`src/include/dsf_pkg.sv`:
```
// Summary of operation
// - host ends frame after 24th/32nd fall
// - config frame: select high 198 ns
// - DAC update frame: select high 5 us
// - slew enabled: 20 us between frames
// - slew disabled: 5 us between frames
// - load strobe falls 20/5 us after select
// - device updates within 500 ns of strobe
// - strobe held low: update 5 us after select rise
// - strobe in frame: 500 ns before select
// - readback, falling first: 7 + 16 bits
// - readback, rising first: 8 + 16 bits
// - error check appends 8 CRC bits
// - error check, rising first: 32 bits
// - keep serial clock idle between frames
// - output bit valid 40 ns after rise
package dsf_pkg;
   localparam int          CLK_NS          = 5;
   localparam logic [5:0]  FRAME_LEN       = 6'h18;
   localparam logic [5:0]  FRAME_LEN_PEC   = 6'h20;
   localparam int          FLD_RD          = 23;
   localparam int          FLD_DAC         = 22;
   localparam logic [7:0]  CRC_POLY        = 8'h07;
   localparam int          CNT_W           = 13;
   typedef logic [CNT_W-1:0] dsf_cnt_t;
   // serial link times
   localparam int T_CFG_GAP_NS    = 198;
   localparam int T_DAC_GAP_US    = 5;
   localparam int T_SLEW_GAP_US   = 20;
   localparam int T_LOAD_RESP_NS  = 500;
   localparam int T_SYNC_UPD_US   = 5;
   localparam int T_SDO_VALID_NS  = 40;
   localparam int T_SYNC_HOLD_NS  = 13;
   localparam int T_LOAD_LOW_NS   = 10;
   localparam int CFG_GAP_CYC     = (T_CFG_GAP_NS + CLK_NS - 1) / CLK_NS;
   localparam int DAC_GAP_CYC     = (T_DAC_GAP_US * 1000 + CLK_NS - 1) / CLK_NS;
   localparam int SLEW_GAP_CYC    = (T_SLEW_GAP_US * 1000 + CLK_NS - 1) / CLK_NS;
   localparam int LOAD_RESP_CYC   = T_LOAD_RESP_NS / CLK_NS;
   localparam int SYNC_UPD_CYC    = (T_SYNC_UPD_US * 1000 + CLK_NS - 1) / CLK_NS;
   localparam int SDO_VALID_CYC   = T_SDO_VALID_NS / CLK_NS;
   localparam int HOLD_CYC        = (T_SYNC_HOLD_NS + CLK_NS - 1) / CLK_NS;
   localparam int LOAD_LOW_CYC    = (T_LOAD_LOW_NS + CLK_NS - 1) / CLK_NS;
   // half period of the generated serial clock, long enough for a synced readback bit
   localparam int SCLK_HALF_CYC   = 13;
   // controller registers
   localparam logic [7:0] REG_CTRL  = 8'h00;
   localparam logic [7:0] REG_TX    = 8'h04;
   localparam logic [7:0] REG_RX    = 8'h08;
   localparam logic [7:0] REG_STAT  = 8'h0C;
   localparam logic [7:0] REG_MASK  = 8'h10;
   localparam int CTRL_PEC        = 0;
   localparam int CTRL_SLEW       = 1;
   localparam int CTRL_LOAD_HELD  = 2;
   localparam int CTRL_LOAD_PULSE = 3;
   localparam int CTRL_CLEAR      = 4;
   localparam int CTRL_W          = 5;
   localparam int ST_FRAME        = 0;
   localparam int ST_READY        = 1;
   localparam int ST_CRC_ERR      = 2;
   localparam int ST_W            = 3;
   localparam int ST_BUSY         = 8;
   typedef enum logic [2:0] {
      HS_IDLE  = 3'b000,
      HS_SETUP = 3'b001,
      HS_LOW   = 3'b010,
      HS_HIGH  = 3'b011,
      HS_HOLD  = 3'b100,
      HS_GAP   = 3'b101,
      HS_LOAD  = 3'b110
   } dsf_hstate_t;

   function automatic logic [7:0] crc8_calc(input logic [23:0] d);
      logic [7:0] c;
      c = 8'h00;
      for (int i = 23; i >= 0; i--) begin
         c = {c[6:0], 1'b0} ^ ((c[7] ^ d[i]) ? CRC_POLY : 8'h00);
      end
      return c;
   endfunction : crc8_calc
endpackage : dsf_pkg

```
`src/include/dsf_if.sv`:
```
`timescale 1ns/1ps
interface dsf_if;
   logic serialClk;
   logic frameSelN;
   logic serialIn;
   logic serialOut;
   logic loadOutputStrobeN;
   logic clearN;
   modport dev (
      input  serialClk,
      input  frameSelN,
      input  serialIn,
      input  loadOutputStrobeN,
      input  clearN,
      output serialOut
   );
   modport host (
      output serialClk,
      output frameSelN,
      output serialIn,
      output loadOutputStrobeN,
      output clearN,
      input  serialOut
   );
endinterface : dsf_if

```
`src/dsf_host.sv`:
```
// Implementation choices: the Wishbone slave port and the placing of the registers.
`timescale 1ns/1ps
module dsf_host (
   // clock and reset
   input  wire logic        sys_clk,
   input  wire logic        reset_n,
   // wishbone slave
   input  wire logic        cyc_i,
   input  wire logic        stb_i,
   input  wire logic        we_i,
   input  wire logic [7:0]  adr_i,
   input  wire logic [3:0]  sel_i,
   input  wire logic [31:0] dat_i,
   output logic      [31:0] dat_o,
   output logic             ack_o,
   // interrupt
   output logic             irq,
   // serial link
   dsf_if.host              link
);
   typedef struct packed {
      logic [dsf_pkg::CTRL_W-1:0] ctrl;
      logic [dsf_pkg::ST_W-1:0]   mask;
      logic [dsf_pkg::ST_W-1:0]   stat;
      logic                       ack;
      logic [31:0]                rdat;
      dsf_pkg::dsf_hstate_t       state;
      logic [12:0]                cnt;
      logic [5:0]                 bitsLeft;
      logic [31:0]                txSh;
      logic [31:0]                rxSh;
      logic                       isDac;
      logic                       isRd;
      logic                       rbNow;
      logic [1:0]                 sdoS;
      logic                       sclk;
      logic                       syncN;
      logic                       loadN;
   } dsf_host_st_t;

   dsf_host_st_t s_r;
   dsf_host_st_t s_nxt;

   always_comb begin
      logic        access;
      logic        wrFull;
      logic        startTx;
      logic        setFrame;
      logic        setReady;
      logic        setCrc;
      logic [23:0] word;
      s_nxt = s_r;
      s_nxt.ack = 1'b0;
      s_nxt.sdoS = {s_r.sdoS[0], link.serialOut};
      access = cyc_i & stb_i & ~s_r.ack;
      wrFull = access & we_i & (sel_i == 4'hF);
      startTx = 1'b0;
      setFrame = 1'b0;
      setReady = 1'b0;
      setCrc = 1'b0;
      word = dat_i[23:0];
      if (access) begin
         s_nxt.ack = 1'b1;
         s_nxt.rdat = 32'h0000_0000;
         case (adr_i)
            dsf_pkg::REG_CTRL: begin
               if (wrFull) begin
                  s_nxt.ctrl = dat_i[dsf_pkg::CTRL_W-1:0];
               end
               s_nxt.rdat[dsf_pkg::CTRL_W-1:0] = s_r.ctrl;
            end
            dsf_pkg::REG_TX: begin
               // a frame request while busy is dropped
               startTx = wrFull & (s_r.state == dsf_pkg::HS_IDLE);
            end
            dsf_pkg::REG_RX: begin
               s_nxt.rdat = s_r.rxSh;
            end
            dsf_pkg::REG_STAT: begin
               s_nxt.rdat[dsf_pkg::ST_W-1:0] = s_r.stat;
               s_nxt.rdat[dsf_pkg::ST_BUSY] = (s_r.state != dsf_pkg::HS_IDLE);
               if (!we_i) begin
                  s_nxt.stat = '0;
               end
            end
            dsf_pkg::REG_MASK: begin
               if (wrFull) begin
                  s_nxt.mask = dat_i[dsf_pkg::ST_W-1:0];
               end
               s_nxt.rdat[dsf_pkg::ST_W-1:0] = s_r.mask;
            end
            default: begin
               s_nxt.rdat = 32'h0000_0000;
            end
         endcase
      end
      case (s_r.state)
         dsf_pkg::HS_IDLE: begin
            // clock parked high so no edges reach the device between frames
            s_nxt.sclk = 1'b1;
            s_nxt.syncN = 1'b1;
            if (startTx) begin
               if (s_r.ctrl[dsf_pkg::CTRL_PEC]) begin
                  s_nxt.txSh = {word, dsf_pkg::crc8_calc(word)};
                  s_nxt.bitsLeft = dsf_pkg::FRAME_LEN_PEC;
               end else begin
                  s_nxt.txSh = {word, 8'h00};
                  s_nxt.bitsLeft = dsf_pkg::FRAME_LEN;
               end
               s_nxt.isDac = word[dsf_pkg::FLD_DAC];
               s_nxt.isRd = word[dsf_pkg::FLD_RD];
               s_nxt.rbNow = s_r.isRd;
               s_nxt.rxSh = 32'h0000_0000;
               s_nxt.syncN = 1'b0;
               s_nxt.cnt = dsf_pkg::dsf_cnt_t'(dsf_pkg::SCLK_HALF_CYC - 1);
               s_nxt.state = dsf_pkg::HS_SETUP;
            end
         end
         dsf_pkg::HS_SETUP, dsf_pkg::HS_HIGH: begin
            if (s_r.cnt == 13'h0000) begin
               // device takes the bit on this fall; readback bit sampled as well
               s_nxt.sclk = 1'b0;
               s_nxt.rxSh = {s_r.rxSh[30:0], s_r.sdoS[1]};
               s_nxt.bitsLeft = s_r.bitsLeft - 6'h01;
               s_nxt.cnt = dsf_pkg::dsf_cnt_t'(dsf_pkg::SCLK_HALF_CYC - 1);
               s_nxt.state = dsf_pkg::HS_LOW;
            end else begin
               s_nxt.cnt = s_r.cnt - 13'h0001;
            end
         end
         dsf_pkg::HS_LOW: begin
            if (s_r.cnt == 13'h0000) begin
               s_nxt.sclk = 1'b1;
               if (s_r.bitsLeft == 6'h00) begin
                  s_nxt.cnt = dsf_pkg::dsf_cnt_t'(dsf_pkg::HOLD_CYC - 1);
                  s_nxt.state = dsf_pkg::HS_HOLD;
               end else begin
                  s_nxt.txSh = {s_r.txSh[30:0], 1'b0};
                  s_nxt.cnt = dsf_pkg::dsf_cnt_t'(dsf_pkg::SCLK_HALF_CYC - 1);
                  s_nxt.state = dsf_pkg::HS_HIGH;
               end
            end else begin
               s_nxt.cnt = s_r.cnt - 13'h0001;
            end
         end
         dsf_pkg::HS_HOLD: begin
            if (s_r.cnt == 13'h0000) begin
               s_nxt.syncN = 1'b1;
               setFrame = 1'b1;
               if (s_r.ctrl[dsf_pkg::CTRL_PEC] && s_r.rbNow &&
                   dsf_pkg::crc8_calc({8'h00, s_r.rxSh[24:9]}) != s_r.rxSh[8:1]) begin
                  setCrc = 1'b1;
               end
               if (!s_r.isDac) begin
                  s_nxt.cnt = dsf_pkg::dsf_cnt_t'(dsf_pkg::CFG_GAP_CYC - 1);
               end else if (s_r.ctrl[dsf_pkg::CTRL_SLEW]) begin
                  s_nxt.cnt = dsf_pkg::dsf_cnt_t'(dsf_pkg::SLEW_GAP_CYC - 1);
               end else begin
                  s_nxt.cnt = dsf_pkg::dsf_cnt_t'(dsf_pkg::DAC_GAP_CYC - 1);
               end
               s_nxt.state = dsf_pkg::HS_GAP;
            end else begin
               s_nxt.cnt = s_r.cnt - 13'h0001;
            end
         end
         dsf_pkg::HS_GAP: begin
            if (s_r.cnt != 13'h0000) begin
               s_nxt.cnt = s_r.cnt - 13'h0001;
            end else if (s_r.isDac && s_r.ctrl[dsf_pkg::CTRL_LOAD_PULSE] &&
                         !s_r.ctrl[dsf_pkg::CTRL_LOAD_HELD]) begin
               // strobe only after the gap, never inside a frame
               s_nxt.loadN = 1'b0;
               s_nxt.cnt = dsf_pkg::dsf_cnt_t'(dsf_pkg::LOAD_LOW_CYC - 1);
               s_nxt.state = dsf_pkg::HS_LOAD;
            end else begin
               setReady = 1'b1;
               s_nxt.state = dsf_pkg::HS_IDLE;
            end
         end
         dsf_pkg::HS_LOAD: begin
            if (s_r.cnt == 13'h0000) begin
               s_nxt.loadN = 1'b1;
               setReady = 1'b1;
               s_nxt.state = dsf_pkg::HS_IDLE;
            end else begin
               s_nxt.cnt = s_r.cnt - 13'h0001;
            end
         end
         default: begin
            s_nxt.state = dsf_pkg::HS_IDLE;
            s_nxt.sclk = 1'b1;
            s_nxt.syncN = 1'b1;
         end
      endcase
      // strobe held low lets the device update 5 us after frame select rise
      if (s_nxt.state != dsf_pkg::HS_LOAD) begin
         s_nxt.loadN = ~s_nxt.ctrl[dsf_pkg::CTRL_LOAD_HELD];
      end
      // a new event wins over the read-clear in the same cycle
      s_nxt.stat[dsf_pkg::ST_FRAME] = s_nxt.stat[dsf_pkg::ST_FRAME] | setFrame;
      s_nxt.stat[dsf_pkg::ST_READY] = s_nxt.stat[dsf_pkg::ST_READY] | setReady;
      s_nxt.stat[dsf_pkg::ST_CRC_ERR] = s_nxt.stat[dsf_pkg::ST_CRC_ERR] | setCrc;
   end

   always_ff @(posedge sys_clk or negedge reset_n) begin
      if (!reset_n) begin
         s_r <= '0;
         s_r.sclk <= 1'b1;
         s_r.syncN <= 1'b1;
         s_r.loadN <= 1'b1;
      end else begin
         s_r <= s_nxt;
      end
   end

   assign dat_o = s_r.rdat;
   assign ack_o = s_r.ack;
   assign irq = |(s_r.stat & s_r.mask);
   assign link.serialClk = s_r.sclk;
   assign link.frameSelN = s_r.syncN;
   assign link.serialIn = s_r.txSh[31];
   assign link.loadOutputStrobeN = s_r.loadN;
   assign link.clearN = ~s_r.ctrl[dsf_pkg::CTRL_CLEAR];
endmodule : dsf_host

```
`src/flat_wrapper.sv`:
```
// flat-port wrapper written by rule: the top's interface ports become plain ports
module dsf_host_flat 
  (sys_clk, reset_n, cyc_i, stb_i, we_i, adr_i, sel_i, dat_i, dat_o, ack_o, irq, link_serialClk, link_frameSelN, link_serialIn, link_loadOutputStrobeN, link_clearN, link_serialOut);
  dsf_if link_i ();
  input  wire logic sys_clk;
  input  wire logic reset_n;
  input  wire logic cyc_i;
  input  wire logic stb_i;
  input  wire logic we_i;
  input  wire logic [7:0] adr_i;
  input  wire logic [3:0] sel_i;
  input  wire logic [31:0] dat_i;
  output logic      [31:0] dat_o;
  output logic ack_o;
  output logic irq;
  output wire logic [$bits(link_i.serialClk)-1:0] link_serialClk;
  output wire logic [$bits(link_i.frameSelN)-1:0] link_frameSelN;
  output wire logic [$bits(link_i.serialIn)-1:0] link_serialIn;
  output wire logic [$bits(link_i.loadOutputStrobeN)-1:0] link_loadOutputStrobeN;
  output wire logic [$bits(link_i.clearN)-1:0] link_clearN;
  input wire logic [$bits(link_i.serialOut)-1:0] link_serialOut;
  assign link_serialClk = link_i.serialClk;
  assign link_frameSelN = link_i.frameSelN;
  assign link_serialIn = link_i.serialIn;
  assign link_loadOutputStrobeN = link_i.loadOutputStrobeN;
  assign link_clearN = link_i.clearN;
  assign link_i.serialOut = link_serialOut;
  dsf_host u_core (.sys_clk(sys_clk), .reset_n(reset_n), .cyc_i(cyc_i), .stb_i(stb_i), .we_i(we_i), .adr_i(adr_i), .sel_i(sel_i), .dat_i(dat_i), .dat_o(dat_o), .ack_o(ack_o), .irq(irq), .link(link_i));
endmodule
```
`config.mk`:
```
export PLATFORM = sky130hd
export DESIGN_NAME = dsf_host_flat
export DESIGN_NICKNAME = d
export VERILOG_FILES = /design/src/include/dsf_pkg.sv /design/src/include/dsf_if.sv /design/src/dsf_host.sv /design/src/flat_wrapper.sv
export SDC_FILE = /design/constraint.sdc
export NUM_CORES = 1
export LEC_CHECK = 0
export BUFFER_PORTS_ARGS = -buffer_cell sky130_fd_sc_hd__buf_2
export CORE_MARGIN = 2
export CORE_UTILIZATION = 60
export CTS_BUF_LIST = sky130_fd_sc_hd__clkbuf_8
export DETAILED_ROUTE_END_ITERATION = 10
export PLACE_DENSITY = 0.84
export SYNTH_ARGS = -nofsm -noshare
export SYNTH_HDL_FRONTEND = slang
export SYNTH_SLANG_ARGS = --single-unit
```
`constraint.sdc`:
```
create_clock -name sys_clk -period 4.7 [get_ports sys_clk]
set_clock_uncertainty 0.05 [all_clocks]
set_input_delay 0.94 -clock sys_clk [delete_from_list [all_inputs] [get_ports sys_clk]]
set_output_delay 0.94 -clock sys_clk [all_outputs]
set_load 0.05 [all_outputs]
```
# Word level (Yosys, flattened, before mapping)
# Cells that the tools add are included.
totals:
  reg_bits: 138
  out_inout_bits: 39
op_classes:
  add_sub_neg: 2
  eq_ne: 23
  mux: 97
  n_bitwise: 90
  reduce_logical: 28
op_table:
  columns: ["op", "n"]
  rows:
  - ["8-bit bitwise XOR", 38]
  - ["3-bit two-way mux", 53]
  - ["32-bit case mux with 2 select lines", 2]
  - ["32-bit two-way mux", 3]
  - ["13-bit two-way mux", 7]
  - ["89-bit two-way mux", 1]
  - ["13-bit case mux with 6 select lines", 1]
  - ["42-bit two-way mux", 1]
  - ["38-bit two-way mux", 1]
  - ["1-bit bitwise XOR", 36]
  - ["23-bit two-way mux", 1]
  - ["3-bit case mux with 6 select lines", 1]
  - ["8-bit by 4-bit equality test with 1-bit output, second input constant", 2]
  - ["16-bit two-way mux", 1]
  - ["1-bit two-way mux", 15]
  - ["13-bit zero test", 1]
  - ["13-bit nonzero test", 1]
  - ["13-bit by 1-bit subtractor with 13-bit output, second input constant", 1]
  - ["12-bit two-way mux", 1]
  - ["3-bit case mux with 4 select lines", 1]
  - ["6-bit case mux with 2 select lines", 1]
  - ["3-bit AND reduction", 4]
  - ["4-bit AND reduction", 3]
  - ["3-bit equality test, second input constant", 3]
  - ["32 further kinds", 61]

# Logic depth before layout (Yosys ltp)
# Gate-level depths: netlist of the first run.
logic_depth:
  ltp_word: 75
  depth_mapped: 10

# Worst setup path before layout of the first run
# No wires, ideal clock.
synth_timing:
  path_type: "in2reg"
  start: "input adr_i[1]"
  end: "register u_core.s_r[49] (netlist name)"
  arrival_ns: 2.659
  slack_ns: 1.865
  path_stages: 7
  path_cell_list: "or4_1 -> nor4b_2 -> nand3_1 -> a22o_1 -> buf_2 -> a221oi_1 -> nor2_1"
synth_between:
  elab_chain_cells: 5
synth_rtl:
  columns: ["element", "line_no", "rtl"]
  rows:
  - ["start: declaration", "flat_wrapper.sv:10", "input wire logic [7:0] adr_i;"]
  - ["8-bit by 3-bit equality test with 1-bit output", "dsf_host.sv:65", "case (adr_i)"]
  - ["1-bit two-way mux", "dsf_host.sv:65", null]
  - ["1-bit two-way mux", "dsf_host.sv:62", "if (access) begin"]
  - ["2-bit inequality test (no source line)", null, null]
  - ["4-bit AND reduction (no source line)", null, null]
  - ["end signal: assignment", "dsf_host.sv:212", "s_r <= s_nxt;"]
  - ["end: declaration", "dsf_host.sv:41", "dsf_host_st_t s_r;"]
# Every way passes these cells.
# A chain may end at the register's enable or synchronous reset.

# Worst setup path in the final report of the first run
layout_timing:
  start: "register u_core.s_r[92] (netlist name)"
  end: "register u_core.s_r[57] (netlist name)"
layout_between:
  elab_chain_cells: 6
layout_rtl:
  columns: ["element", "line_no", "rtl"]
  rows:
  - ["3-bit zero test", "dsf_host.sv:74, dsf_host.sv:97", null]
  - ["1-bit AND", "dsf_host.sv:74", "startTx = wrFull & (s_r.state == dsf_pkg::HS_IDLE);"]
  - ["1-bit two-way mux", "dsf_host.sv:65", null]
  - ["1-bit two-way mux", "dsf_host.sv:62", null]
  - ["2-bit inequality test (no source line)", null, null]
  - ["4-bit AND reduction (no source line)", null, null]
# Several ways; a longest one is shown, not always the timed one.

==> results of run 1 <==
[per-stage QoR]
stage	util [%]	hold slack, ns
detailed placement	62.9	0.303
global placement	62.9	0.288
global route	65.9	0.342
floorplan	-	0.281
finish	65.9	0.321
CTS	65.9	0.332
[flip-flops by register name (all words and copies together) (netlist names)]
name,flops
u_core.link.serialIn,1
u_core.link.loadOutputStrobeN,1
u_core.s_r,100
u_core.dat_o,32
u_core.link.frameSelN,1
u_core.ack_o,1
u_core.s_nxt,1
u_core.link.serialClk,1
[cell type report]
class / instances / share of cell area, %
sequential: 138 / 41.9
inverter: 16 / 0.728
clock buffer: 22 / 3.67
antenna: 1 / 0.0303
timing repair buffer: 91 / 5.93
tap: 172 / 2.61
clock inverter: 9 / 0.880
multi-input combinational: 614 / 44.2
[power by group through the flow]
stage | logic (mW) | clock network, mW | registers, mW
2_1_floorplan | 0.181 | 0 | 1.23
4_1_cts | 0.268 | 0.940 | 1.20
6_report | 0.265 | 0.926 | 1.20
5_1_grt | 0.291 | 0.989 | 1.21
3_5_place_dp | 0.264 | 0 | 1.23
3_3_place_gp | 0.255 | 0 | 1.23
[cell usage after synthesis (5+ instances only)]
cell and instances:
sky130_fd_sc_hd__mux2_2 8, sky130_fd_sc_hd__nor2_1 83, sky130_fd_sc_hd__a22o_1 5, sky130_fd_sc_hd__o21ai_0 47, sky130_fd_sc_hd__clkbuf_1 30, sky130_fd_sc_hd__o21ai_1 9, sky130_fd_sc_hd__or3_1 5, sky130_fd_sc_hd__a221oi_1 23
sky130_fd_sc_hd__a22oi_1 8, sky130_fd_sc_hd__inv_1 15, sky130_fd_sc_hd__and2_1 5, sky130_fd_sc_hd__nor3_1 14, sky130_fd_sc_hd__a21o_1 6, sky130_fd_sc_hd__dfrtp_1 135, sky130_fd_sc_hd__xor2_1 21, sky130_fd_sc_hd__xnor3_1 5
sky130_fd_sc_hd__o211ai_1 5, sky130_fd_sc_hd__nand2_1 158, sky130_fd_sc_hd__nor4_1 6, sky130_fd_sc_hd__buf_2 15, sky130_fd_sc_hd__xnor2_1 61, sky130_fd_sc_hd__buf_4 34, sky130_fd_sc_hd__nor2b_1 7, sky130_fd_sc_hd__a21oi_1 21
sky130_fd_sc_hd__nand3_1 56
[path summary, 6_finish.rpt]
| check | slack [ns] | from | end |
|---|---|---|---|
| max in group asynchronous | 3.27 | reset_n | u_core.link.loadOutputStrobeN |
| worst max register to register | 1.34 | u_core.s_r[92] | u_core.s_r[57] |
| worst max-delay path | 1.34 | u_core.s_r[92] | u_core.s_r[57] |
| worst min register to register | 0.32 | u_core.s_nxt[4] | u_core.s_r[4] |
| min in group asynchronous | 0.41 | reset_n | u_core.dat_o[13] |
| worst min-delay path | 0.32 | u_core.s_nxt[4] | u_core.s_r[4] |
[critical path, stage by stage (launching register included)]
cell and delay, ns:
sky130_fd_sc_hd__dfrtp_1 0.78, sky130_fd_sc_hd__nor2b_1 0.34, sky130_fd_sc_hd__and2_1 0.55, sky130_fd_sc_hd__buf_4 0.31, sky130_fd_sc_hd__nand2b_1 0.13, sky130_fd_sc_hd__a22o_1 0.54, sky130_fd_sc_hd__a221oi_1 0.43, sky130_fd_sc_hd__nor2_1 0.07
[metal layers]
layer  GRT usage, %  vias up  part of all wire [%]
met5              0        -                     0
met4           11.9        0                   2.5
met3           5.66       36                   6.1
met2           42.1      203                    48
met1           36.5     3034                    44
li1               -     2940                     -
[cells by family (layout without fill, tap and decap cells)]
family | Yosys count | count (layout)
compound gates | 154 | 154
xor+xnor | 88 | 88
fa+ha+maj | 2 | 2
buf+inv | 100 | 138
flops | 138 | 138
mux | 12 | 12
other cells | 0 | 1
simple gates | 358 | 358
==> results_tabular.tex, run 1 <==
\begin{tabular}{lr}
\hline
Metric & Value \\
\hline
\multicolumn{2}{l}{\textbf{Detailed routing}} \\
\quad DRT Wirelength & about 17000 um \\
\quad Routed via count & about 6200 \\
\quad First-pass DRT Iterations & 5 \\
\quad Number of violations reported at the end of detailed-routing iteration 0 & about 490 \\
\quad Detailed-route vias per instance & $\sim$6 \\
\quad Remaining routing DRC violations & 0 \\
\quad Average wire per standard cell & about 16 um \\
\quad Post-route ant nets & 0 \\
\multicolumn{2}{l}{\textbf{Critical path}} \\
\quad Data arrival time at the worst-slack endpoint & 3.65 ns \\
\quad Depth of the worst register-to-register path & 7 \\
\quad Worst setup SP type & flip-flop \\
\quad Capturing element type of the critical path & flip-flop \\
\quad WS Path Type & reg2reg \\
\quad Data required time of the worst path & about 5 ns \\
\quad Crit path max fanout & 31 \\
\multicolumn{2}{l}{\textbf{Placed design}} \\
\quad Worst-case setup slack after placement & $\sim$1.2 ns \\
\quad Final weighted congestion of routability-driven global placement & 0.914 \\
\quad Cell count after placement & 1031 \\
\quad \# port buffers & 80 \\
\quad HPWL after detailed placement & 12000 um \\
\quad Cell area reported after detailed placement & a little under 8000 um\^{}2 \\
\multicolumn{2}{l}{\textbf{Power and ir drop}} \\
\quad Switching share of power & 25.4\% \\
\quad Sequential power share & about half \\
\quad Worst supply voltage drop on vdd & between 0.2 and 0.25 mV \\
\quad Total chip power & 2.40 mW \\
\quad Switching Power & between 600 and 700 uW \\
\quad Static Leakage & between 3 and 4 nW \\
\quad Clock Power Share & between 30\% and 40\% \\
\quad Int Pwr & roughly 1.8 mW \\
\quad Ratio of total power to cell area & 291 nW/um\^{}2 \\
\quad Combinational share of power & 11.1\% \\
\multicolumn{2}{l}{\textbf{Synth}} \\
\quad Share of synthesized cell area in and, or, nand and nor gates & 21.0\% \\
\quad Synthesized cell area & 7630 um\^{}2 \\
\quad Number of unique standard cell types used by synthesis & 62 \\
\quad Share of the synthesized area in the top cell type & 44.3\% \\
\quad Number of synthesized register bits & around 140 \\
\quad Cell types occupying the most area after synthesis & sky130\_fd\_sc\_hd\_\_dfrtp\_1 44\%, sky130\_fd\_sc\_hd\_\_nand2\_1 7.8\%, sky130\_fd\_sc\_hd\_\_xnor2\_1 7.0\%, sky130\_fd\_sc\_hd\_\_nor2\_1 4.1\%, sky130\_fd\_sc\_hd\_\_nand3\_1 3.7\% \\
\quad Area leader, netlist & sky130\_fd\_sc\_hd\_\_dfrtp\_1 \\
\quad Synthesized net count & 904 \\
\quad Post-synthesis average cell area & between 8 and 9 um\^{}2 \\
\quad Cell count after synthesis & 852 \\
\quad Proportion of synthesized chip area in sequential cells & 45.3\% \\
\quad Combinational family with the most area after synthesis & simple AND/OR/NAND/NOR gates \\
\quad Ys flop type & sky130\_fd\_sc\_hd\_\_dfrtp\_1 \\
\quad Number of synthesized flops with an enable pin & 0 \\
\quad Mux contribution to synthesized area & about 1.7\% \\
\quad Adder and majority cell fraction of the synthesized area & less than 1\% \\
\quad Number of warnings issued by yosys & 0 \\
\quad FFs w/ async S/R, synth & 100\% \\
\quad XOR/XNOR share of the synthesized area & roughly 11\% \\
\quad Compound-gate portion of the synthesized area & between 10\% and 20\% \\
\multicolumn{2}{l}{\textbf{STA}} \\
\quad Final setup margin & 1.34 ns \\
\quad Sum of negative setup slack & 0 ns \\
\quad Number of hold violations in the final report & 0 \\
\quad Setup Viol. Count Final & 0 \\
\quad Slew of the pin with the lowest slew margin & 1.10 ns \\
\quad Normalized max-slew margin & between 20\% and 30\% \\
\quad Number of max-slew violations in the final report & 0 \\
\quad Final critical-path share of the clock period & 71.5\% \\
\quad Unrepaired setup endpoints after global routing & false \\
\quad Maximum clock frequency & 298 MHz \\
\quad Final period demand of the worst path & about 3.4 ns \\
\multicolumn{2}{l}{\textbf{Finish}} \\
\quad Number of nets at the end of the flow & between 900 and 1000 \\
\quad Most common cell after layout, fill and taps aside & sky130\_fd\_sc\_hd\_\_nand2\_1 \\
\quad Register area & approximately 3500 um\^{}2 \\
\quad Area Growth Syn to Fin & 8.10\% \\
\quad Combined area of the multi-input logic cells & $\sim$3600 um\^{}2 \\
\quad Final Instance Count excl. Fillers & roughly 1100 \\
\quad Final std cell area, no fill & around 8000 um\^{}2 \\
\quad \# fillers & about 1100 \\
\quad Share of cells above drive strength 1 & between 10\% and 20\% \\
\quad Most used cells in the layout excluding fill and tap cells & 158 x sky130\_fd\_sc\_hd\_\_nand2\_1, 135 x sky130\_fd\_sc\_hd\_\_dfrtp\_1, 81 x sky130\_fd\_sc\_hd\_\_nor2\_1 \\
\multicolumn{2}{l}{\textbf{Die}} \\
\quad Die extent in x & 117 um \\
\quad Top-Level Pins & 89 \\
\quad Vertical extent of the die & 117 um \\
\quad Placement row count & between 40 and 50 \\
\quad Std-Cell Core Area & $\sim$13000 um\^{}2 \\
\quad Die Area & about 14000 um\^{}2 \\
\quad Starting Density & between 60\% and 70\% \\
\multicolumn{2}{l}{\textbf{Clocking}} \\
\quad Number of clock sinks & approximately 140 \\
\quad Setup fix buffers added after clock tree synthesis & 0 \\
\quad Clock buffer count from CTS & 17 \\
\quad Root Driver & sky130\_fd\_sc\_hd\_\_clkbuf\_8 \\
\quad Max Root-Sink Buffers & 2 \\
\quad Clock tree from TritonCTS & yes \\
\quad Post-cts gate resize count & 0 \\
\quad Count of hold-fix buffers inserted at cts & 0 \\
\quad Clk slew on worst S/H paths & $\sim$0.07 ns \\
\quad Clock network latency to the later pin of the worst-skew pair & approximately 0.46 ns \\
\quad Max H-tree Level & 4 \\
\multicolumn{2}{l}{\textbf{Outcome}} \\
\quad Outcome & finished, final reports clean \\
\multicolumn{2}{l}{\textbf{GRT}} \\
\quad First-pass GRT wire length & approximately 28000 um \\
\quad Antenna violations before repair & 0 \\
\quad Gr usage total & between 20\% and 30\% \\
\quad Largest net degree at the start of global routing & 68 \\
\quad Global route overflow & 0 \\
\quad Vias in the first global route & between 5000 and 6000 \\
\multicolumn{2}{l}{\textbf{Min path}} \\
\quad Hold depth & 0 \\
\quad Class of the worst hold path & reg2reg \\
\multicolumn{2}{l}{\textbf{Job}} \\
\quad Max-capacitance violation count & 0 \\
\hline
\end{tabular}
Note: power is estimated with default switching activity, not from simulation.
==> run 2: changes to the inputs <==
--- a/config.mk
+++ b/config.mk
@@ -5,12 +5,13 @@
 export SDC_FILE = /design/constraint.sdc
 export NUM_CORES = 1
 export LEC_CHECK = 0
+export ABC_AREA = 1
 export BUFFER_PORTS_ARGS = -buffer_cell sky130_fd_sc_hd__buf_2
 export CORE_MARGIN = 2
 export CORE_UTILIZATION = 60
 export CTS_BUF_LIST = sky130_fd_sc_hd__clkbuf_8
 export DETAILED_ROUTE_END_ITERATION = 10
-export PLACE_DENSITY = 0.84
+export PLACE_DENSITY = 0.83
 export SYNTH_ARGS = -nofsm -noshare
 export SYNTH_HDL_FRONTEND = slang
 export SYNTH_SLANG_ARGS = --single-unit
==> constraint.sdc (replaced) <==
create_clock -name sys_clk -period 3.2 [get_ports sys_clk]
set_clock_uncertainty 0.05 [all_clocks]
set_input_delay 0.64 -clock sys_clk [delete_from_list [all_inputs] [get_ports sys_clk]]
set_output_delay 0.64 -clock sys_clk [all_outputs]
set_load 0.05 [all_outputs]
==> results_tabular.tex, run 2 <==
\begin{tabular}{lr}
\hline
Metric & Value \\
\hline
\multicolumn{2}{l}{\textbf{Detailed routing}} \\
\quad Number of violations reported at the end of detailed-routing iteration 0 & 612 \\
\quad Average wire per standard cell & about 14 um \\
\quad Remaining routing DRC violations & 0 \\
\quad DRT Wirelength & about 18000 um \\
\quad Post-route ant nets & 0 \\
\quad Routed via count & 6828 \\
\quad First-pass DRT Iterations & 5 \\
\quad Detailed-route vias per instance & 5.38 \\
\multicolumn{2}{l}{\textbf{Critical path}} \\
\quad Worst path cell trace & inv\_1 -> ha\_1 -> nand2\_1 -> inv\_1 -> nand4\_1 -> inv\_1 -> nor2\_1 -> nor2\_1 -> o21ai\_0 -> o21ai\_0 -> nand2\_1 -> nand2\_1 -> o21ai\_0 \\
\quad Peak per-stage delay on the critical path & approximately 0.38 ns \\
\quad WS Path Type & reg2reg \\
\quad Startpoint of the most critical register-to-register path & u\_core.s\_r[78] \\
\quad Buffers plus inverters on the worst setup path & 3 \\
\quad Depth of the worst register-to-register path & 13 \\
\quad Slowest library cell on the worst path & sky130\_fd\_sc\_hd\_\_dfrtp\_1 \\
\quad Stages on the worst setup path & 13 \\
\quad Data arrival time at the worst-slack endpoint & 2.89 ns \\
\quad Largest delay contributor family on the critical path & simple AND/OR/NAND/NOR gates \\
\quad Worst reg-to-reg setup slack & a little under 0.6 ns \\
\quad Endpoint of the worst register-to-register path & u\_core.s\_r[88] \\
\quad Capturing element type of the critical path & flip-flop \\
\quad Data required time of the worst path & between 3 and 4 ns \\
\quad Crit path max fanout & 7 \\
\quad Worst setup path startpoint & u\_core.s\_r[78] \\
\quad Worst setup SP type & flip-flop \\
\quad Capturing element of the worst setup path & u\_core.s\_r[88] \\
\multicolumn{2}{l}{\textbf{Clocking}} \\
\quad Count of hold-fix buffers inserted at cts & 0 \\
\quad Max Root-Sink Buffers & 2 \\
\quad Clock buffer count from CTS & 17 \\
\quad Clock tree from TritonCTS & yes \\
\quad Root Driver & sky130\_fd\_sc\_hd\_\_clkbuf\_8 \\
\quad Max H-tree Level & 4 \\
\quad Post-cts gate resize count & 0 \\
\quad Setup fix buffers added after clock tree synthesis & 0 \\
\quad Number of clock sinks & 138 \\
\quad Clock network latency to the later pin of the worst-skew pair & between 0.4 and 0.5 ns \\
\quad Clk slew on worst S/H paths & about 0.08 ns \\
\multicolumn{2}{l}{\textbf{Finish}} \\
\quad Most common cell after layout, fill and taps aside & sky130\_fd\_sc\_hd\_\_nand2\_1 \\
\quad Area Growth Syn to Fin & 8.59\% \\
\quad Biggest register & u\_core.s\_r \\
\quad Final antenna diode count & 0 \\
\quad \# fillers & about 1100 \\
\quad Share of cells above drive strength 1 & between 10\% and 20\% \\
\quad Utilization after layout & between 60 and 70\% \\
\quad Number of nets at the end of the flow & around 1100 \\
\quad Most used cells in the layout excluding fill and tap cells & 301 x sky130\_fd\_sc\_hd\_\_nand2\_1, 135 x sky130\_fd\_sc\_hd\_\_dfrtp\_1, 134 x sky130\_fd\_sc\_hd\_\_inv\_1 \\
\quad Largest register FFs & 100 \\
\multicolumn{2}{l}{\textbf{Die}} \\
\quad Die Area & 14200 um\^{}2 \\
\quad Placement row count & 42 \\
\quad Std-Cell Core Area & between 10000 and 15000 um\^{}2 \\
\quad Starting Density & approximately 61\% \\
\quad Top-Level Pins & a little under 90 \\
\quad Vertical extent of the die & around 120 um \\
\quad Die extent in x & $\sim$120 um \\
\multicolumn{2}{l}{\textbf{Synth}} \\
\quad Cell count after synthesis & 1030 \\
\quad Number of synthesized register bits & 138 \\
\quad Adder and majority cell fraction of the synthesized area & less than 1\% \\
\quad Number of warnings issued by yosys & 0 \\
\quad Compound-gate portion of the synthesized area & 14.9\% \\
\quad Number of synthesized flops with an enable pin & 0 \\
\quad FFs w/ async S/R, synth & 100\% \\
\quad Mux contribution to synthesized area & 0\% \\
\quad Ys flop type & sky130\_fd\_sc\_hd\_\_dfrtp\_1 \\
\quad Number of unique standard cell types used by synthesis & 50 \\
\quad Post-synthesis average cell area & between 7 and 8 um\^{}2 \\
\quad Area leader, netlist & sky130\_fd\_sc\_hd\_\_dfrtp\_1 \\
\quad Share of the synthesized area in the top cell type & between 40\% and 50\% \\
\quad Top cells by instance count after synthesis & 301 x sky130\_fd\_sc\_hd\_\_nand2\_1, 135 x sky130\_fd\_sc\_hd\_\_dfrtp\_1, 133 x sky130\_fd\_sc\_hd\_\_inv\_1 \\
\quad Synthesized net count & about 1100 \\
\quad Most used standard cell by instance count after synthesis & sky130\_fd\_sc\_hd\_\_nand2\_1 \\
\quad Synthesized cell area & approximately 7900 um\^{}2 \\
\quad Share of synthesized cell area in and, or, nand and nor gates & about a quarter \\
\quad XOR/XNOR share of the synthesized area & under 10\% \\
\quad Proportion of synthesized chip area in sequential cells & between 40 and 50\% \\
\quad Cell types occupying the most area after synthesis & sky130\_fd\_sc\_hd\_\_dfrtp\_1 43\%, sky130\_fd\_sc\_hd\_\_nand2\_1 14\%, sky130\_fd\_sc\_hd\_\_inv\_1 6.3\%, sky130\_fd\_sc\_hd\_\_o21ai\_0 4.7\%, sky130\_fd\_sc\_hd\_\_nand3\_1 4.0\% \\
\quad Combinational family with the most area after synthesis & simple AND/OR/NAND/NOR gates \\
\multicolumn{2}{l}{\textbf{STA}} \\
\quad Final period demand of the worst path & 2.62 ns \\
\quad Slew of the pin with the lowest slew margin & about 0.73 ns \\
\quad Normalized max-slew margin & about 51\% \\
\quad Number of max-slew violations in the final report & 0 \\
\quad Worst Hold Margin & 0.168 ns \\
\quad Final critical-path share of the clock period & 81.8\% \\
\quad Final setup margin & $\sim$0.58 ns \\
\quad Sum of negative setup slack & 0 ns \\
\quad Setup Viol. Count Final & 0 \\
\quad Unrepaired setup endpoints after global routing & false \\
\quad Maximum clock frequency & between 300 and 400 MHz \\
\quad Number of hold violations in the final report & 0 \\
\multicolumn{2}{l}{\textbf{Placed design}} \\
\quad Worst-case setup slack after placement & 0.539 ns \\
\quad Final weighted congestion of routability-driven global placement & roughly 0.9 \\
\quad HPWL after detailed placement & around 13000 um \\
\quad \# port buffers & 80 \\
\multicolumn{2}{l}{\textbf{Min path}} \\
\quad Class of the worst hold path & in2async \\
\multicolumn{2}{l}{\textbf{GRT}} \\
\quad First-pass GRT wire length & approximately 30000 um \\
\quad Global route overflow & 0 \\
\quad Vias in the first global route & roughly 6400 \\
\quad Gr usage total & between 20\% and 30\% \\
\quad Antenna violations before repair & 0 \\
\quad Largest net degree at the start of global routing & 81 \\
\multicolumn{2}{l}{\textbf{Power and ir drop}} \\
\quad Worst supply voltage drop on vdd & 0.309 mV \\
\quad Static Leakage & 4.57 nW \\
\quad Total chip power & 3.46 mW \\
\quad Ratio of total power to cell area & 401 nW/um\^{}2 \\
\multicolumn{2}{l}{\textbf{Job}} \\
\quad Max-capacitance violation count & 0 \\
\multicolumn{2}{l}{\textbf{Outcome}} \\
\quad Outcome & finished, final reports clean \\
\hline
\end{tabular}
run 2: kinds of logic after synthesis:
logic type,after synthesis
DFF,138
adders and majority gates,2
and+or+nand+nor,459
AOI/OAI and AO/OA,190
buffers and inverters,197
xor gates and xnor gates,44
run 2: how the worst min path moves through the flow:
stage,endpoint,slack (ns)
3_3_place_gp,u_core.s_r[4],0.29
6_report,u_core.s_r[63],0.17
4_1_cts,u_core.s_r[39],0.19
5_1_grt,u_core.s_r[63],0.22
3_5_place_dp,u_core.s_r[4],0.29
2_1_floorplan,u_core.s_r[4],0.28
run 2: layout make-up:
cell class / count / area, um^2 / share of cell area (%)
clock inverter: 13 / 104 / 1.20
inverter: 138 / 523 / 6.07
timing repair buffer: 90 / 494 / 5.73
clock buffer: 18 / 248 / 2.87
multi-input combinational: 695 / 3570 / 41.5
sequential: 138 / 3460 / 40.1
tap: 176 / 220 / 2.55
run 2: power breakdown:
part,total (mW),switching (mW),internal [mW]
Combinational,0.425,0.295,0.130
Clock,1.28,0.664,0.619
Sequential,1.75,0.00276,1.75
run 2: per-layer routing:
layer	routed length, um	part of all wire [%]	GRT usage, %
met4	265	1.5	8.93
met5	0	0	0
met1	8240	46	35.3
met3	802	4.5	4.60
met2	8580	48	44.3
run 2: stage by stage:
stage	std cells	cell area [um^2]
4_1_cts	1268	8620
3_3_place_gp	1237	8270
5_1_grt	1268	8620
3_5_place_dp	1237	8270
6_report	1268	8620
2_1_floorplan	1030	7940
run 2: worst register-to-register path, cell delays in order (launching register included):
cell and delay [ns]:
sky130_fd_sc_hd__dfrtp_1 0.38, sky130_fd_sc_hd__inv_1 0.12, sky130_fd_sc_hd__ha_1 0.21, sky130_fd_sc_hd__nand2_1 0.10, sky130_fd_sc_hd__inv_1 0.10, sky130_fd_sc_hd__nand4_1 0.27
sky130_fd_sc_hd__inv_1 0.31, sky130_fd_sc_hd__nor2_1 0.10, sky130_fd_sc_hd__nor2_1 0.20, sky130_fd_sc_hd__o21ai_0 0.30, sky130_fd_sc_hd__o21ai_0 0.16, sky130_fd_sc_hd__nand2_1 0.07
sky130_fd_sc_hd__nand2_1 0.05, sky130_fd_sc_hd__o21ai_0 0.07
==> run 3: changes to the inputs <==
--- a/config.mk
+++ b/config.mk
@@ -8,10 +8,10 @@
 export ABC_AREA = 1
 export BUFFER_PORTS_ARGS = -buffer_cell sky130_fd_sc_hd__buf_2
 export CORE_MARGIN = 2
-export CORE_UTILIZATION = 60
+export CORE_UTILIZATION = 55
 export CTS_BUF_LIST = sky130_fd_sc_hd__clkbuf_8
 export DETAILED_ROUTE_END_ITERATION = 10
-export PLACE_DENSITY = 0.83
+export PLACE_DENSITY = 0.81
 export SYNTH_ARGS = -nofsm -noshare
 export SYNTH_HDL_FRONTEND = slang
 export SYNTH_SLANG_ARGS = --single-unit
==> constraint.sdc (replaced) <==
create_clock -name sys_clk -period 2.24 [get_ports sys_clk]
set_clock_uncertainty 0.05 [all_clocks]
set_input_delay 0.448 -clock sys_clk [delete_from_list [all_inputs] [get_ports sys_clk]]
set_output_delay 0.448 -clock sys_clk [all_outputs]
set_load 0.05 [all_outputs]
==> results_tabular.tex, run 3 (synthesis gave the netlist of run 2 again) <==
\begin{tabular}{lr}
\hline
Metric & Value \\
\hline
\multicolumn{2}{l}{\textbf{Detailed routing}} \\
\quad Post-route ant nets & 0 \\
\quad DRT Wirelength & just under 20000 um \\
\quad Average wire per standard cell & 14.8 um \\
\quad First-pass DRT Iterations & 6 \\
\quad Detailed-route vias per instance & between 5 and 6 \\
\quad Remaining routing DRC violations & 0 \\
\quad Routed via count & slightly above 7000 \\
\quad Number of violations reported at the end of detailed-routing iteration 0 & approximately 590 \\
\multicolumn{2}{l}{\textbf{Placed design}} \\
\quad HPWL after detailed placement & between 10000 and 15000 um \\
\quad Final weighted congestion of routability-driven global placement & $\sim$0.89 \\
\quad \# port buffers & 80 \\
\multicolumn{2}{l}{\textbf{Finish}} \\
\quad Combined area of the multi-input logic cells & about 3600 um\^{}2 \\
\quad Area Growth Syn to Fin & 16.2\% \\
\quad Largest register FFs & 100 \\
\quad Register area & about 3500 um\^{}2 \\
\quad Most used cells in the layout excluding fill and tap cells & 297 x sky130\_fd\_sc\_hd\_\_nand2\_1, 134 x sky130\_fd\_sc\_hd\_\_dfrtp\_1, 131 x sky130\_fd\_sc\_hd\_\_inv\_1 \\
\quad Final antenna diode count & 0 \\
\quad \# fillers & roughly 1200 \\
\quad Share of cells above drive strength 1 & between 10\% and 20\% \\
\quad Number of nets at the end of the flow & roughly 1200 \\
\quad Most common cell after layout, fill and taps aside & sky130\_fd\_sc\_hd\_\_nand2\_1 \\
\quad Utilization after layout & between 60\% and 70\% \\
\quad Biggest register & u\_core.s\_r \\
\multicolumn{2}{l}{\textbf{Job}} \\
\quad Max-capacitance violation count & 0 \\
\multicolumn{2}{l}{\textbf{GRT}} \\
\quad Vias in the first global route & 6720 \\
\quad First-pass GRT wire length & between 30000 and 40000 um \\
\quad Global routing usage on met3 & between 4 and 5\% \\
\quad Antenna violations before repair & 0 \\
\quad Gr usage total & 26.4\% \\
\quad Global routing usage on met1 & 35.1\% \\
\quad Global route hottest layer & met2 \\
\quad Largest net degree at the start of global routing & between 50 and 60 \\
\quad Global route overflow & 0 \\
\quad Met2 GRT Util & 42.9\% \\
\multicolumn{2}{l}{\textbf{Power and ir drop}} \\
\quad Ratio of total power to cell area & 585 nW/um\^{}2 \\
\quad Worst supply voltage drop on vdd & around 0.42 mV \\
\quad Static Leakage & slightly below 5 nW \\
\multicolumn{2}{l}{\textbf{Critical path}} \\
\quad Data arrival time at the worst-slack endpoint & between 2 and 2.5 ns \\
\quad Crit path max fanout & 10 \\
\quad Worst setup SP type & flip-flop \\
\quad Data required time of the worst path & 2.51 ns \\
\quad WS Path Type & reg2reg \\
\quad Capturing element type of the critical path & flip-flop \\
\multicolumn{2}{l}{\textbf{Die}} \\
\quad Placement row count & 43 \\
\quad Std-Cell Core Area & around 14000 um\^{}2 \\
\quad Die Area & between 15000 and 20000 um\^{}2 \\
\quad Top-Level Pins & 89 \\
\quad Die extent in x & 124 um \\
\quad Starting Density & approximately 57\% \\
\quad Vertical extent of the die & 124 um \\
\multicolumn{2}{l}{\textbf{STA}} \\
\quad Slew of the pin with the lowest slew margin & between 0.5 and 0.6 ns \\
\quad Normalized max-slew margin & approximately two thirds \\
\quad Maximum clock frequency & around 470 MHz \\
\quad Final critical-path share of the clock period & between 90\% and 100\% \\
\quad Worst Hold Margin & 0.0806 ns \\
\quad Setup Viol. Count Final & 0 \\
\quad Final period demand of the worst path & 2.14 ns \\
\quad Number of hold violations in the final report & 0 \\
\quad Number of max-slew violations in the final report & 0 \\
\multicolumn{2}{l}{\textbf{Clocking}} \\
\quad Number of clock sinks & between 100 and 150 \\
\quad Root Driver & sky130\_fd\_sc\_hd\_\_clkbuf\_8 \\
\quad Clk slew on worst S/H paths & roughly 0.080 ns \\
\quad Clock network latency to the later pin of the worst-skew pair & between 0.4 and 0.5 ns \\
\quad Clock tree from TritonCTS & yes \\
\quad Max H-tree Level & 4 \\
\quad Max Root-Sink Buffers & 2 \\
\quad Clock buffer count from CTS & 17 \\
\multicolumn{2}{l}{\textbf{Outcome}} \\
\quad Outcome & finished, final reports clean \\
\multicolumn{2}{l}{\textbf{Min path}} \\
\quad Class of the worst hold path & in2reg \\
\hline
\end{tabular}
## run 3: changes by cell type in the layout (fill, tap and decap cells not counted), sizes merged
cell         change
buf             +40
bufinv           +3
clkbuf           +2
clkinv           -2
clkinvlp         -2
dlygate4sd3      +1
inv              +1
## run 3: per-stage QoR
step | cells | cell area [um^2] | setup TNS, ns | power [mW] | worst slack (ns)
after global placement | 1279 | 8630 | -0.00110 | 3.16 | -0.00110
after global routing | 1315 | 9230 | -0.0193 | 5.62 | -0.0185
after CTS | 1311 | 9090 | 0 | 5.42 | 0.0515
final | 1315 | 9230 | 0 | 5.39 | 0.0959
after detailed placement | 1279 | 8630 | -0.225 | 3.18 | -0.0600
after floorplan | 1030 | 7940 | 0 | 2.97 | 0.0376
## run 3: power by group
group / total (mW) / internal, mW / leakage (nW) / switching, mW
Sequential: 2.50 / 2.50 / 1.63 / 0.00438
Clock: 2.26 / 1.25 / 0.221 / 1.01
Combinational: 0.637 / 0.203 / 3.03 / 0.434
## run 3: layer usage
metal	part of all wire (%)	up-vias
li1	-	3520
met1	44	3382
met2	48	206
met3	5.2	37
met4	2.7	0
met5	0	-
## run 3: repair_timing
| item | in CTS | in global routing |
|---|---|---|
| resized for setup | 2 | 22 |
| gates cloned | 0 | 3 |
| hold endpoints to repair | 38 | 0 |
| pin swaps | 0 | 7 |
| hold buffers | 1 | 0 |
| setup buffers | 0 | 1 |
| endpoints found under the setup margin | 1 | 57 |
## run 3: layout make-up
cell class	count	area share (%)
Clock buffer	18	2.68
Multi-Input combinational cell	695	39.4
Tap cell	180	2.44
Inverter	138	5.67
Sequential cell	138	37.5
Clock inverter	13	2.09
Timing Repair Buffer	133	10.3
## run 3: final timing paths
kind,start,end,slack (ns),cells past startpoint
max,u_core.ack_o,u_core.s_r[17],0.1,10
min,link_serialOut,u_core.s_nxt[4],0.08,1
max reg2reg,u_core.ack_o,u_core.s_r[17],0.1,10
min reg2reg,u_core.s_nxt[4],u_core.s_r[4],0.31,0
max in group asynchronous,reset_n,u_core.link.loadOutputStrobeN,1.01,3
min in group asynchronous,reset_n,u_core.s_r[61],0.43,2
## run 3: worst max-delay path, stage by stage (launching register included)
cell                        delay [ns]
sky130_fd_sc_hd__dfrtp_1          0.39
sky130_fd_sc_hd__nor2_2           0.11
sky130_fd_sc_hd__nand2_2          0.13
sky130_fd_sc_hd__nor3_4           0.22
sky130_fd_sc_hd__inv_2            0.08
sky130_fd_sc_hd__nor3_4           0.22
sky130_fd_sc_hd__nor2_4           0.07
sky130_fd_sc_hd__a211oi_4         0.33
sky130_fd_sc_hd__buf_12           0.17
sky130_fd_sc_hd__clkbuf_16        0.16
sky130_fd_sc_hd__o22ai_1          0.09
